==> config.mk <==
export PLATFORM = sky130hd
export DESIGN_NAME = e1fac_frame_align_control
export DESIGN_NICKNAME = d
export VERILOG_FILES = /design/src/e1fac_pkg.sv /design/src/e1fac_frame_align_control.sv
export SDC_FILE = /design/constraint.sdc
export NUM_CORES = 1
export LEC_CHECK = 0
export BUFFER_PORTS_ARGS = -buffer_cell sky130_fd_sc_hd__clkbuf_2
export CORE_MARGIN = 5
export CORE_UTILIZATION = 25
export DETAILED_ROUTE_END_ITERATION = 7
export PLACE_DENSITY_LB_ADDON = 0.12
export SLEW_MARGIN = 20
export SYNTH_ARGS = -nofsm -noshare
export SYNTH_HDL_FRONTEND = slang
export SYNTH_SLANG_ARGS = --single-unit
==> constraint.sdc <==
create_clock -name clk_sys_i -period 7.7 [get_ports clk_sys_i]
set_clock_uncertainty 0.1 [all_clocks]
set_input_delay 1.54 -clock clk_sys_i [delete_from_list [all_inputs] [get_ports clk_sys_i]]
set_output_delay 1.54 -clock clk_sys_i [all_outputs]
set_load 0.02 [all_outputs]
==> src/e1fac_pkg.sv <==
// Register map, constants and state types of the E1 framer control block.
package e1fac_pkg;

    // Register indices; byte address is four times the index.
    localparam logic [5:0] E1FAC_IDX_REALIGN_EVENT_INFO = 6'h12;
    localparam logic [5:0] E1FAC_IDX_SYNC_SEARCH_INFO = 6'h1C;
    localparam logic [5:0] E1FAC_IDX_E1_RECEIVE_CONTROL = 6'h1D;
    localparam logic [5:0] E1FAC_IDX_E1_TRANSMIT_CONTROL = 6'h1E;
    localparam logic [5:0] E1FAC_IDX_FRAMER_MODE = 6'h1F;

    // Reset values.
    localparam logic [7:0] E1FAC_RCR_RESET = 8'h00;
    localparam logic [7:0] E1FAC_TCR_RESET = 8'h00;
    localparam logic [7:0] E1FAC_MODE_RESET = 8'h00;

    // Bits that can be stored.
    localparam logic [7:0] E1FAC_RCR_MASK = 8'h67;
    localparam logic [7:0] E1FAC_TCR_MASK = 8'h92;
    localparam logic [7:0] E1FAC_MODE_MASK = 8'h03;

    // Field positions in e1_receive_control.
    localparam int E1FAC_RCR_MANUAL_REALIGN = 0;
    localparam int E1FAC_RCR_AUTO_REALIGN_OFF = 1;
    localparam int E1FAC_RCR_REALIGN_CRITERION_SEL = 2;
    localparam int E1FAC_RCR_RX_ZERO_SUB_CODE_EN = 5;
    localparam int E1FAC_RCR_RX_SIG_LOSS_LONG_WINDOW = 6;

    // Field positions in e1_transmit_control.
    localparam int E1FAC_TCR_TX_ZERO_SUB_CODE_EN = 1;
    localparam int E1FAC_TCR_TX_INTL_BIT_SRC = 4;
    localparam int E1FAC_TCR_TX_SLOT0_PASSTHRU = 7;

    // Field positions in framer_mode.
    localparam int E1FAC_MODE_CRC4_EN = 0;
    localparam int E1FAC_MODE_CAS_EN = 1;

    // Clock and line rates, in kHz.
    localparam logic [16:0] E1FAC_SYS_CLK_KHZ = 17'd50000;
    localparam logic [16:0] E1FAC_E1_BIT_KHZ = 17'd2048;

    // CRC4 search interval.
    localparam int E1FAC_CRC_SEARCH_MS = 8;
    localparam int E1FAC_CRC_SEARCH_CYC = E1FAC_CRC_SEARCH_MS * int'(E1FAC_SYS_CLK_KHZ);

    // Line alarm and resync counts.
    localparam logic [11:0] E1FAC_LOS_SHORT_ZEROS = 12'd255;
    localparam logic [11:0] E1FAC_LOS_LONG_ZEROS = 12'd2048;
    localparam logic [7:0] E1FAC_LOS_CLR_WINDOW = 8'd255;
    localparam logic [5:0] E1FAC_LOS_CLR_ONES = 6'd32;
    localparam logic [1:0] E1FAC_FAS_ERR_LIMIT = 2'd3;
    localparam logic [1:0] E1FAC_CRC_MF_NEEDED = 2'd2;
    localparam logic [9:0] E1FAC_CRC_BLOCK_WORDS = 10'd1000;
    localparam logic [9:0] E1FAC_CRC_BAD_WORDS = 10'd915;

    // Frame alignment states, Gray coded.
    typedef enum logic [1:0]
    {
        FAS_HUNT = 2'b00,
        FAS_GOT_N = 2'b01,
        FAS_GOT_GAP = 2'b11,
        FAS_LOCKED = 2'b10
    } e1fac_fas_e;

    // Whole state of the block.
    typedef struct packed {
        logic [7:0] rcr;
        logic [7:0] tcr;
        logic [7:0] mode;
        logic [2:0] evt;
        logic busy;
        logic [7:0] rdata;
        logic [7:0] rdata_idx;
        logic manual_prev;
        logic [2:0] rx_s1;
        logic [2:0] rx_s2;
        logic rxc_s3;
        logic [3:0] dec_pipe;
        logic dec_last_pos;
        logic rx_vld;
        logic rx_data;
        logic los;
        logic [11:0] zero_cnt;
        logic [7:0] win_cnt;
        logic [5:0] ones_cnt;
        e1fac_fas_e fas_st;
        logic lof;
        logic fas_frame;
        logic [1:0] fas_err;
        logic [1:0] bit2_err;
        logic crc_sync;
        logic [1:0] crc_found;
        logic [18:0] crc_tmr;
        logic [5:0] crc_cnt;
        logic [9:0] crc_blk;
        logic [9:0] crc_bad;
        logic cas_sync;
        logic cas_err;
        logic [16:0] tx_acc;
        logic tx_stb;
        logic [3:0] enc_p;
        logic [3:0] enc_v;
        logic enc_par;
        logic enc_last_pos;
        logic tx_pos;
        logic tx_neg;
    } e1fac_state_s;

endpackage : e1fac_pkg

==> src/e1fac_frame_align_control.sv <==
// E1 framer control block with its Avalon-MM register slave.
//
// Implementation choice: the Avalon-MM register port.
`timescale 1ns/1ps

// How it works
// RQ1: Resync starts only on manual bit rising.
// RQ2: Auto resync runs unless auto_realign_off set.
// RQ3: Three bad FAS, optionally bad bit-2, resync.
// RQ4: Receive HDB3 decoding only when enabled.
// RQ5: Signal loss after 255 or 2048 zeros.
// RQ6: Software writes zero to unused control bits.
// RQ7: Frame lock needs FAS, gap, FAS.
// RQ8: CRC4 lock on two MF words in 8 ms.
// RQ9: CRC4 resync when 915 of 1000 bad.
// RQ10: CAS lock needs MF word, nonzero TS16.
// RQ11: CAS resync after two bad MF words.
// RQ12: Latch CAS, FAS, CRC resync events.
// RQ13: Transmit HDB3 encoding only when enabled.
// RQ14: International bits from serial or registers.
// RQ15: Slot 0 overhead internal or pass-through.
// RQ16: Search-active flags high while searching.
// RQ17: CRC search counter counts timeouts, clears.
// RQ18: Expose counter bits 0, 2 to 5.
// RQ19: Software abandons CRC4 search after 400 ms.
// RQ20: Frame loss at power-up and on resync.
// RQ21: Signal loss clears on 32 ones/255 bits.
// RQ22: Event flags stay until register is read.
module e1fac_frame_align_control
    import e1fac_pkg::*;
#(
    parameter int CRC_SEARCH_CYC = E1FAC_CRC_SEARCH_CYC
)
(
    input wire logic clk_sys_i,
    input wire logic rstn_i,
    input wire logic [7:0] avs_address_i,
    input wire logic avs_read_i,
    input wire logic avs_write_i,
    input wire logic [31:0] avs_writedata_i,
    input wire logic [3:0] avs_byteenable_i,
    output logic [31:0] avs_readdata_o,
    output logic avs_waitrequest_o,
    input wire logic rx_line_pos_i,
    input wire logic rx_line_neg_i,
    input wire logic rx_line_clk_i,
    output logic rx_data_o,
    output logic rx_data_vld_o,
    output logic rx_signal_loss_o,
    output logic rx_frame_loss_o,
    input wire logic frm_stb_i,
    input wire logic frm_fas_ok_i,
    input wire logic frm_bit2_ok_i,
    input wire logic crc_mf_stb_i,
    input wire logic crc_mf_ok_i,
    input wire logic crc_word_stb_i,
    input wire logic crc_word_err_i,
    input wire logic cas_mf_stb_i,
    input wire logic cas_mf_ok_i,
    input wire logic cas_ts16_nonzero_i,
    input wire logic tx_serial_in_i,
    input wire logic tx_ovh_bit_i,
    input wire logic tx_ts0_pos_i,
    input wire logic tx_si_pos_i,
    output logic tx_bit_stb_o,
    output logic tx_line_pos_o,
    output logic tx_line_neg_o
);

    // Timeout count at timer width.
    localparam logic [18:0] CRC_TMR_LAST = 19'(CRC_SEARCH_CYC - 1);

    // Saturating two-bit increment.
    function automatic logic [1:0] e1fac_bump2(input logic [1:0] cnt);
        e1fac_bump2 = (cnt == 2'd3) ? cnt : cnt + 2'd1;
    endfunction : e1fac_bump2

    e1fac_state_s st_ff;
    e1fac_state_s nxt_st;

    logic req;
    logic hit;
    logic [5:0] idx;
    logic [7:0] rd_val;
    logic [7:0] sync_info;
    logic manual_rise;
    logic auto_on;
    logic realign;
    logic fas_crit;
    logic crc_crit;
    logic cas_crit;
    logic fas_locked;
    logic crc_on;
    logic cas_on;
    logic rx_edge;
    logic rx_pulse;
    logic rx_viol;
    logic [11:0] los_limit;
    logic tx_bit;
    logic enc_sub;
    logic [17:0] acc_sum;
    logic out_pol;

    // Next-state logic for the whole block.
    always_comb
    begin
        nxt_st = st_ff;
        req = avs_read_i | avs_write_i;
        idx = avs_address_i[7:2];
        hit = (avs_address_i[1:0] == 2'b00);
        fas_locked = (st_ff.fas_st == FAS_LOCKED);
        crc_on = st_ff.mode[E1FAC_MODE_CRC4_EN] & fas_locked;
        cas_on = st_ff.mode[E1FAC_MODE_CAS_EN] & fas_locked;
        auto_on = ~st_ff.rcr[E1FAC_RCR_AUTO_REALIGN_OFF];
        fas_crit = 1'b0;
        crc_crit = 1'b0;
        cas_crit = 1'b0;

        // Search view; counter bit 1 is hidden so five bits reach past 400 ms.
        sync_info = {st_ff.crc_cnt[5:2], st_ff.crc_cnt[0],                   // [RQ18]
                     ~fas_locked, cas_on & ~st_ff.cas_sync, crc_on & ~st_ff.crc_sync}; // [RQ16]

        // Register read mux; unmapped addresses read as zero.
        rd_val = 8'h00;
        if (hit)
        begin
            case (idx)
                E1FAC_IDX_REALIGN_EVENT_INFO: rd_val = {5'h00, st_ff.evt};
                E1FAC_IDX_SYNC_SEARCH_INFO: rd_val = sync_info;
                E1FAC_IDX_E1_RECEIVE_CONTROL: rd_val = st_ff.rcr;
                E1FAC_IDX_E1_TRANSMIT_CONTROL: rd_val = st_ff.tcr;
                E1FAC_IDX_FRAMER_MODE: rd_val = st_ff.mode;
                default: rd_val = 8'h00;
            endcase
        end

        // One wait cycle, then a one-cycle answer.
        nxt_st.busy = ~(req & st_ff.busy);
        if (req & st_ff.busy)
        begin
            nxt_st.rdata = rd_val;
            nxt_st.rdata_idx = {hit, 1'b0, idx};
        end
        if (avs_write_i & ~st_ff.busy & hit & avs_byteenable_i[0])
        begin
            // Unused bits are not stored. [RQ6]
            case (idx)
                E1FAC_IDX_E1_RECEIVE_CONTROL: nxt_st.rcr = avs_writedata_i[7:0] & E1FAC_RCR_MASK;
                E1FAC_IDX_E1_TRANSMIT_CONTROL: nxt_st.tcr = avs_writedata_i[7:0] & E1FAC_TCR_MASK;
                E1FAC_IDX_FRAMER_MODE: nxt_st.mode = avs_writedata_i[7:0] & E1FAC_MODE_MASK;
                default: nxt_st.rcr = st_ff.rcr;
            endcase
        end

        // Only a fresh rising edge starts a resync.
        manual_rise = st_ff.rcr[E1FAC_RCR_MANUAL_REALIGN] & ~st_ff.manual_prev; // [RQ1]
        nxt_st.manual_prev = st_ff.rcr[E1FAC_RCR_MANUAL_REALIGN];

        // Line pins pass two flip-flops; the clock edge is found past the second.
        nxt_st.rx_s1 = {rx_line_clk_i, rx_line_neg_i, rx_line_pos_i};
        nxt_st.rx_s2 = st_ff.rx_s1;
        nxt_st.rxc_s3 = st_ff.rx_s2[2];
        rx_edge = st_ff.rx_s2[2] & ~st_ff.rxc_s3;
        rx_pulse = st_ff.rx_s2[0] | st_ff.rx_s2[1];
        rx_viol = rx_pulse & (st_ff.rx_s2[0] == st_ff.dec_last_pos);
        nxt_st.rx_vld = rx_edge;

        // Four-bit delay lets a violation erase its B pulse.
        if (rx_edge)
        begin
            nxt_st.rx_data = st_ff.dec_pipe[3];
            if (rx_pulse)
            begin
                nxt_st.dec_last_pos = st_ff.rx_s2[0];
            end
            if (st_ff.rcr[E1FAC_RCR_RX_ZERO_SUB_CODE_EN] & rx_viol)
            begin
                nxt_st.dec_pipe = {1'b0, st_ff.dec_pipe[1:0], 1'b0}; // [RQ4]
            end
            else
            begin
                nxt_st.dec_pipe = {st_ff.dec_pipe[2:0], rx_pulse};
            end
        end

        // Loss of signal counts raw line zeros, decoding or not.
        los_limit = st_ff.rcr[E1FAC_RCR_RX_SIG_LOSS_LONG_WINDOW] ? E1FAC_LOS_LONG_ZEROS : E1FAC_LOS_SHORT_ZEROS;
        if (rx_edge)
        begin
            if (rx_pulse)
            begin
                nxt_st.zero_cnt = 12'd0;
            end
            else if (st_ff.zero_cnt != E1FAC_LOS_LONG_ZEROS)
            begin
                nxt_st.zero_cnt = st_ff.zero_cnt + 12'd1;
            end
            if (~st_ff.los)
            begin
                if (~rx_pulse & (st_ff.zero_cnt + 12'd1 >= los_limit))
                begin
                    nxt_st.los = 1'b1; // [RQ5]
                    nxt_st.win_cnt = 8'd0;
                    nxt_st.ones_cnt = 6'd0;
                end
            end
            else if (rx_pulse & (st_ff.ones_cnt + 6'd1 >= E1FAC_LOS_CLR_ONES))
            begin
                nxt_st.los = 1'b0; // [RQ21]
            end
            else if (st_ff.win_cnt + 8'd1 >= E1FAC_LOS_CLR_WINDOW)
            begin
                nxt_st.win_cnt = 8'd0;
                nxt_st.ones_cnt = 6'd0;
            end
            else
            begin
                nxt_st.win_cnt = st_ff.win_cnt + 8'd1;
                nxt_st.ones_cnt = st_ff.ones_cnt + {5'h00, rx_pulse};
            end
        end

        // Frame alignment search and in-sync error watch.
        if (frm_stb_i)
        begin
            case (st_ff.fas_st)
                FAS_HUNT: nxt_st.fas_st = frm_fas_ok_i ? FAS_GOT_N : FAS_HUNT;
                FAS_GOT_N: nxt_st.fas_st = frm_fas_ok_i ? FAS_GOT_N : FAS_GOT_GAP;
                FAS_GOT_GAP:
                begin
                    nxt_st.fas_st = frm_fas_ok_i ? FAS_LOCKED : FAS_HUNT; // [RQ7]
                    nxt_st.fas_frame = 1'b0;
                    nxt_st.fas_err = 2'd0;
                    nxt_st.bit2_err = 2'd0;
                end
                FAS_LOCKED:
                begin
                    nxt_st.fas_frame = ~st_ff.fas_frame;
                    if (st_ff.fas_frame)
                    begin
                        nxt_st.fas_err = frm_fas_ok_i ? 2'd0 : e1fac_bump2(st_ff.fas_err);
                        fas_crit = ~frm_fas_ok_i & (e1fac_bump2(st_ff.fas_err) == E1FAC_FAS_ERR_LIMIT); // [RQ3]
                    end
                    else
                    begin
                        nxt_st.bit2_err = frm_bit2_ok_i ? 2'd0 : e1fac_bump2(st_ff.bit2_err);
                        fas_crit = st_ff.rcr[E1FAC_RCR_REALIGN_CRITERION_SEL] & ~frm_bit2_ok_i
                                   & (e1fac_bump2(st_ff.bit2_err) == E1FAC_FAS_ERR_LIMIT); // [RQ3]
                    end
                end
                default: nxt_st.fas_st = FAS_HUNT;
            endcase
        end

        // CRC4 search with timeout count, then block error watch.
        if (~crc_on)
        begin
            nxt_st.crc_sync = 1'b0;
            nxt_st.crc_cnt = 6'd0; // [RQ17]
            nxt_st.crc_tmr = 19'd0;
            nxt_st.crc_found = 2'd0;
        end
        else if (~st_ff.crc_sync)
        begin
            // Wraps after 64 timeouts; the 400 ms limit is software's. [RQ19]
            if (st_ff.crc_tmr >= CRC_TMR_LAST)
            begin
                nxt_st.crc_tmr = 19'd0;
                nxt_st.crc_found = 2'd0;
                nxt_st.crc_cnt = st_ff.crc_cnt + 6'd1; // [RQ17]
            end
            else
            begin
                nxt_st.crc_tmr = st_ff.crc_tmr + 19'd1;
                if (crc_mf_stb_i & crc_mf_ok_i)
                begin
                    nxt_st.crc_found = st_ff.crc_found + 2'd1;
                    if (st_ff.crc_found + 2'd1 == E1FAC_CRC_MF_NEEDED)
                    begin
                        nxt_st.crc_sync = 1'b1; // [RQ8]
                        nxt_st.crc_cnt = 6'd0; // [RQ17]
                        nxt_st.crc_blk = 10'd0;
                        nxt_st.crc_bad = 10'd0;
                    end
                end
            end
        end
        else if (crc_word_stb_i)
        begin
            if (st_ff.crc_blk + 10'd1 == E1FAC_CRC_BLOCK_WORDS)
            begin
                crc_crit = (st_ff.crc_bad + {9'h000, crc_word_err_i}) >= E1FAC_CRC_BAD_WORDS; // [RQ9]
                nxt_st.crc_blk = 10'd0;
                nxt_st.crc_bad = 10'd0;
            end
            else
            begin
                nxt_st.crc_blk = st_ff.crc_blk + 10'd1;
                nxt_st.crc_bad = st_ff.crc_bad + {9'h000, crc_word_err_i};
            end
        end

        // CAS search and error watch.
        if (~cas_on)
        begin
            nxt_st.cas_sync = 1'b0;
            nxt_st.cas_err = 1'b0;
        end
        else if (cas_mf_stb_i)
        begin
            if (~st_ff.cas_sync)
            begin
                nxt_st.cas_sync = cas_mf_ok_i & cas_ts16_nonzero_i; // [RQ10]
                nxt_st.cas_err = 1'b0;
            end
            else
            begin
                nxt_st.cas_err = ~cas_mf_ok_i;
                cas_crit = ~cas_mf_ok_i & st_ff.cas_err; // [RQ11]
            end
        end
        if (cas_crit & auto_on)
        begin
            nxt_st.cas_sync = 1'b0; // [RQ2]
        end

        // Frame or CRC4 resync restarts from the frame search.
        realign = manual_rise | (auto_on & (fas_crit | crc_crit)); // [RQ1] [RQ2]
        if (realign)
        begin
            nxt_st.fas_st = FAS_HUNT; // [RQ20]
            nxt_st.crc_sync = 1'b0;
            nxt_st.cas_sync = 1'b0;
        end
        nxt_st.lof = (nxt_st.fas_st != FAS_LOCKED); // [RQ20]

        // Events latch; a read clears returned bits, a new set wins.
        if (~avs_write_i & avs_read_i & ~st_ff.busy
            && st_ff.rdata_idx == {2'b10, E1FAC_IDX_REALIGN_EVENT_INFO})
        begin
            nxt_st.evt = st_ff.evt & ~st_ff.rdata[2:0]; // [RQ22]
        end
        nxt_st.evt = nxt_st.evt | {crc_crit, fas_crit, cas_crit}; // [RQ12]

        // Bit-rate enable from a fractional divider.
        acc_sum = {1'b0, st_ff.tx_acc} + {1'b0, E1FAC_E1_BIT_KHZ};
        nxt_st.tx_stb = (acc_sum >= {1'b0, E1FAC_SYS_CLK_KHZ});
        nxt_st.tx_acc = nxt_st.tx_stb ? 17'(acc_sum - {1'b0, E1FAC_SYS_CLK_KHZ}) : acc_sum[16:0];

        // Transmit bit source: Si, other slot 0 overhead, or payload.
        if (tx_si_pos_i)
        begin
            tx_bit = st_ff.tcr[E1FAC_TCR_TX_INTL_BIT_SRC] ? tx_ovh_bit_i : tx_serial_in_i; // [RQ14]
        end
        else if (tx_ts0_pos_i)
        begin
            tx_bit = st_ff.tcr[E1FAC_TCR_TX_SLOT0_PASSTHRU] ? tx_serial_in_i : tx_ovh_bit_i; // [RQ15]
        end
        else
        begin
            tx_bit = tx_serial_in_i;
        end

        // Four bits in flight so a B pulse can precede the run.
        enc_sub = st_ff.tcr[E1FAC_TCR_TX_ZERO_SUB_CODE_EN] & ~tx_bit & (st_ff.enc_p[2:0] == 3'b000); // [RQ13]
        out_pol = st_ff.enc_v[3] ? st_ff.enc_last_pos : ~st_ff.enc_last_pos;
        if (st_ff.tx_stb)
        begin
            nxt_st.tx_pos = st_ff.enc_p[3] & out_pol;
            nxt_st.tx_neg = st_ff.enc_p[3] & ~out_pol;
            if (st_ff.enc_p[3])
            begin
                nxt_st.enc_last_pos = out_pol;
            end
            if (enc_sub)
            begin
                nxt_st.enc_p = {~st_ff.enc_par, 2'b00, 1'b1}; // [RQ13]
                nxt_st.enc_v = {1'b0, st_ff.enc_v[1:0], 1'b1};
                nxt_st.enc_par = 1'b0;
            end
            else
            begin
                nxt_st.enc_p = {st_ff.enc_p[2:0], tx_bit};
                nxt_st.enc_v = {st_ff.enc_v[2:0], 1'b0};
                nxt_st.enc_par = st_ff.enc_par ^ tx_bit;
            end
        end
    end

    // State register; starts unsynchronised and idle.
    always_ff @(posedge clk_sys_i or negedge rstn_i)
    begin
        if (!rstn_i)
        begin
            st_ff <= '0;
            st_ff.rcr <= E1FAC_RCR_RESET;
            st_ff.tcr <= E1FAC_TCR_RESET;
            st_ff.mode <= E1FAC_MODE_RESET;
            st_ff.busy <= 1'b1;
            st_ff.fas_st <= FAS_HUNT; // [RQ20]
            st_ff.lof <= 1'b1;
        end
        else
        begin
            st_ff <= nxt_st;
        end
    end

    // Registered outputs.
    assign avs_readdata_o = {24'h000000, st_ff.rdata};
    assign avs_waitrequest_o = st_ff.busy;
    assign rx_data_o = st_ff.rx_data;
    assign rx_data_vld_o = st_ff.rx_vld;
    assign rx_signal_loss_o = st_ff.los;
    assign rx_frame_loss_o = st_ff.lof; // [RQ20]
    assign tx_bit_stb_o = st_ff.tx_stb;
    assign tx_line_pos_o = st_ff.tx_pos;
    assign tx_line_neg_o = st_ff.tx_neg;

endmodule : e1fac_frame_align_control

==> flow_metrics.env <==
export IMPL_synth_seq_cells=155
export IMPL_path_class="in2reg"
export IMPL_rsz0062_at_grt="false"
export IMPL_synthCells=921
export IMPL_wl_per_cell_um=15.03
export IMPL_place_inst=1384
export IMPL_max_cap_viol_count=0
export IMPL_fmax_ghz=0.2763
export IMPL_die_height_um=197.3
export IMPL_required_ns=7.90
export IMPL_vias=6782
export IMPL_drive_gt1_share_pct=14.88
export IMPL_die_w_um=197.3
export IMPL_stdcell_count=1416
export IMPL_cp_max_fo=9
export IMPL_syn_avg_cell_area_um2=9.518
export IMPL_clk_path_buf_depth=2
export IMPL_power_leakage_nw=4.376
export IMPL_tightest_slew_ns=1.063
export IMPL_min_period_ns=3.619
export IMPL_area_growth_pct=13.92
export IMPL_path_clk_slew_ns=0.07
export IMPL_antenna_found_initial=0
export IMPL_power_density_nw_per_um2=203.4
export IMPL_cts_root_buffer="clkbuf_16"
export IMPL_drc=0
export IMPL_h_tree_depth=4
export IMPL_ys_types=84
export IMPL_gp_congestion=0.7176
export IMPL_final_nets=1038
export IMPL_cts_repair_resized=0
export IMPL_hold_class="reg2reg"
export IMPL_maxSlewViolCount=0
export IMPL_final_common_cell="dfrtp_1"
export IMPL_drt_iter0_markers=350
export IMPL_cts_tree="built"
export IMPL_cp_num_buf_inv=1
export IMPL_grt_ovfl_total=0
export IMPL_crit_arrival_ns=3.82
export IMPL_cts_hold_buf=0
export IMPL_post_route_period_util_pct=47.00
export IMPL_relSlewSlack_pct=28.53
export IMPL_ir_worst_vdd_mv=0.1194
export IMPL_path_cells="clkbuf_2 -> ha_1 -> ha_1 -> and4_1 -> xnor2_1 -> a41oi_1 -> a31oi_1 -> o32ai_1 -> a2111oi_0"
export IMPL_hpwl_um=14710
export IMPL_initial_core_util_pct=25.38
export IMPL_r2r_start="st_ff[104]$_DFFE_PN0P_"
export IMPL_cp_start_kind="input pin"
export IMPL_post_cts_buffers=0
export IMPL_antennaDiodeCount=0
export IMPL_r2r_end="st_ff[96]$_DFFE_PN0P_"
export IMPL_grt_usage_pct=11.17
export IMPL_finalHoldViolations=0
export IMPL_finalWirelength_um=21290
export IMPL_ant_nets=0
export IMPL_cpPeakStageDelay_ns=0.47
export IMPL_crit_path_start="crc_word_err_i"
export IMPL_cp_end_kind="register"
export IMPL_finalWorstSetupSlack_ns=4.081
export IMPL_ys_warn_count=0
export IMPL_synth_edf_count=0
export IMPL_die_area_um2=38910
export IMPL_reg2regPathDepth=11
export IMPL_setup_viol=0
export IMPL_tns_ns=0
export IMPL_status="finished, final reports clean"
export IMPL_cpMaxStageDelayCell="a31oi_1"
export IMPL_post_route_util_pct=28.91
export IMPL_cts_buffers=17
export IMPL_grt_pass1_wl_um=35950
export IMPL_crit_path_end="st_ff[31]$_DFFE_PN0P_"
export IMPL_routed_via_density=4.790
export IMPL_io_pin_count=105
export IMPL_fill_cells=3668
export IMPL_rrSetupSlack_ns=4.32
export IMPL_insertion_delay_ns=0.44
export IMPL_grt_max_degree=61
export IMPL_dp_slack_ns=3.571
export IMPL_async_flop_share_pct=100.0
export IMPL_yosysSeqAreaShare_pct=44.28
export IMPL_path_depth=9
export IMPL_design_core_area_um2=34540
export IMPL_io_buffer_count=52
export IMPL_numClockSinks=155
export IMPL_final_cell_mix="153 x dfrtp_1, 113 x nand2_1, 63 x o21ai_0"
export IMPL_synth_main_ff_cell="dfrtp_1"
export IMPL_cpMostUsedCell="ha_1"
export IMPL_path_delay_family="compound AO/OA/AOI/OAI gates"
export IMPL_grt_pass1_vias=6736
export IMPL_dr_pass1_iters=4
export IMPL_syn_area_um2=8766
export IMPL_core_rowCount=68
export IMPL_hold_path_startpoint="nxt_st[125]$_DFF_PN0_"
==> logic make-up after synthesis <==
logic type	Yosys count	share of synthesized area (%)
AO/OA/AOI/OAI	224	18.06
XOR/XNOR	32	3.197
adder cells (fa/ha/maj)	25	3.568
buffers and inverters	107	6.323
flip-flops	155	44.28
multiplexers	33	4.154
other	1	0.04278
AND/OR/NAND/NOR	344	20.38
==> metrics by stage <==
step | hold WS [ns] | area [um^2] | total power [mW]
after floorplan | 0.2312 | 8852 | 1.009
after global placement | 0.2409 | 9306 | 1.065
after detailed placement | 0.2385 | 9306 | 1.067
after CTS | 0.2535 | 9986 | 2.072
after global routing | 0.2630 | 9986 | 2.128
final | 0.2503 | 9986 | 2.031
==> worst register-to-register path, cell delays in order, from the launching register on <==
cell,delay [ns]
dfrtp_1,0.52
nand4_1,0.27
nor3_2,0.40
nand3_1,0.17
xnor2_1,0.17
ha_1,0.20
a2111oi_0,0.41
o211ai_1,0.20
o311ai_2,0.28
buf_4,0.29
o21bai_1,0.15
a22o_1,0.14
==> where the power goes <==
group | internal (mW) | switching (mW) | leakage (nW)
Clock | 0.619 | 0.365 | 0.327
Sequential | 0.856 | 0.0332 | 2.04
Combinational | 0.0583 | 0.0998 | 2.01
==> synth_stat cells (21+ instances only) <==
library cell,instances,area (um^2)
clkbuf_1,21,78.83
mux2_2,27,304.0
inv_1,34,127.6
nand3_1,46,230.2
buf_4,32,240.2
a21oi_1,28,140.1
dfrtp_1,153,3829
nor2_1,48,180.2
o21ai_0,63,315.3
ha_1,25,312.8
nand2_1,113,424.2
==> registers in the layout, indices dropped and copies added, names as in the netlist <==
signal             flops
rx_data_o              1
rx_frame_loss_o        1
tx_bit_stb_o           1
nxt_st                 5
avs_waitrequest_o      1
st_ff                134
avs_readdata_o         8
rx_data_vld_o          1
tx_line_pos_o          1
tx_line_neg_o          1
rx_signal_loss_o       1
==> cell type report <==
class | instances | area [um^2] | area share (%)
Sequential cell | 155 | 3881 | 38.87
Timing Repair Buffer | 56 | 296.5 | 2.970
Multi-Input combinational cell | 682 | 4424 | 44.31
Clock buffer | 18 | 439.2 | 4.398
Inverter | 36 | 135.1 | 1.353
Clock inverter | 14 | 240.2 | 2.406
Tap cell | 455 | 569.3 | 5.701
==> layer usage <==
| metal | wire (um) | part of all wire (%) | GRT usage [%] |
|---|---|---|---|
| met1 | 10880 | 51 | 15.79 |
| met3 | 569 | 2.7 | 1.893 |
| met2 | 9594 | 45 | 17.55 |
| met4 | 241 | 1.1 | 3.390 |
| met5 | 0 | 0 | 0 |
==> how the worst min path moves through the flow <==
stage,cells after the start,endpoint
CTS,0,nxt_st[122]$_DFF_PN0_
detailed placement,0,nxt_st[122]$_DFF_PN0_
global route,0,st_ff[124]$_DFF_PN0_
floorplan,0,nxt_st[122]$_DFF_PN0_
finish,0,nxt_st[122]$_DFF_PN0_
global placement,0,st_ff[123]$_DFF_PN0_
(Power assumes the default switching activity.)
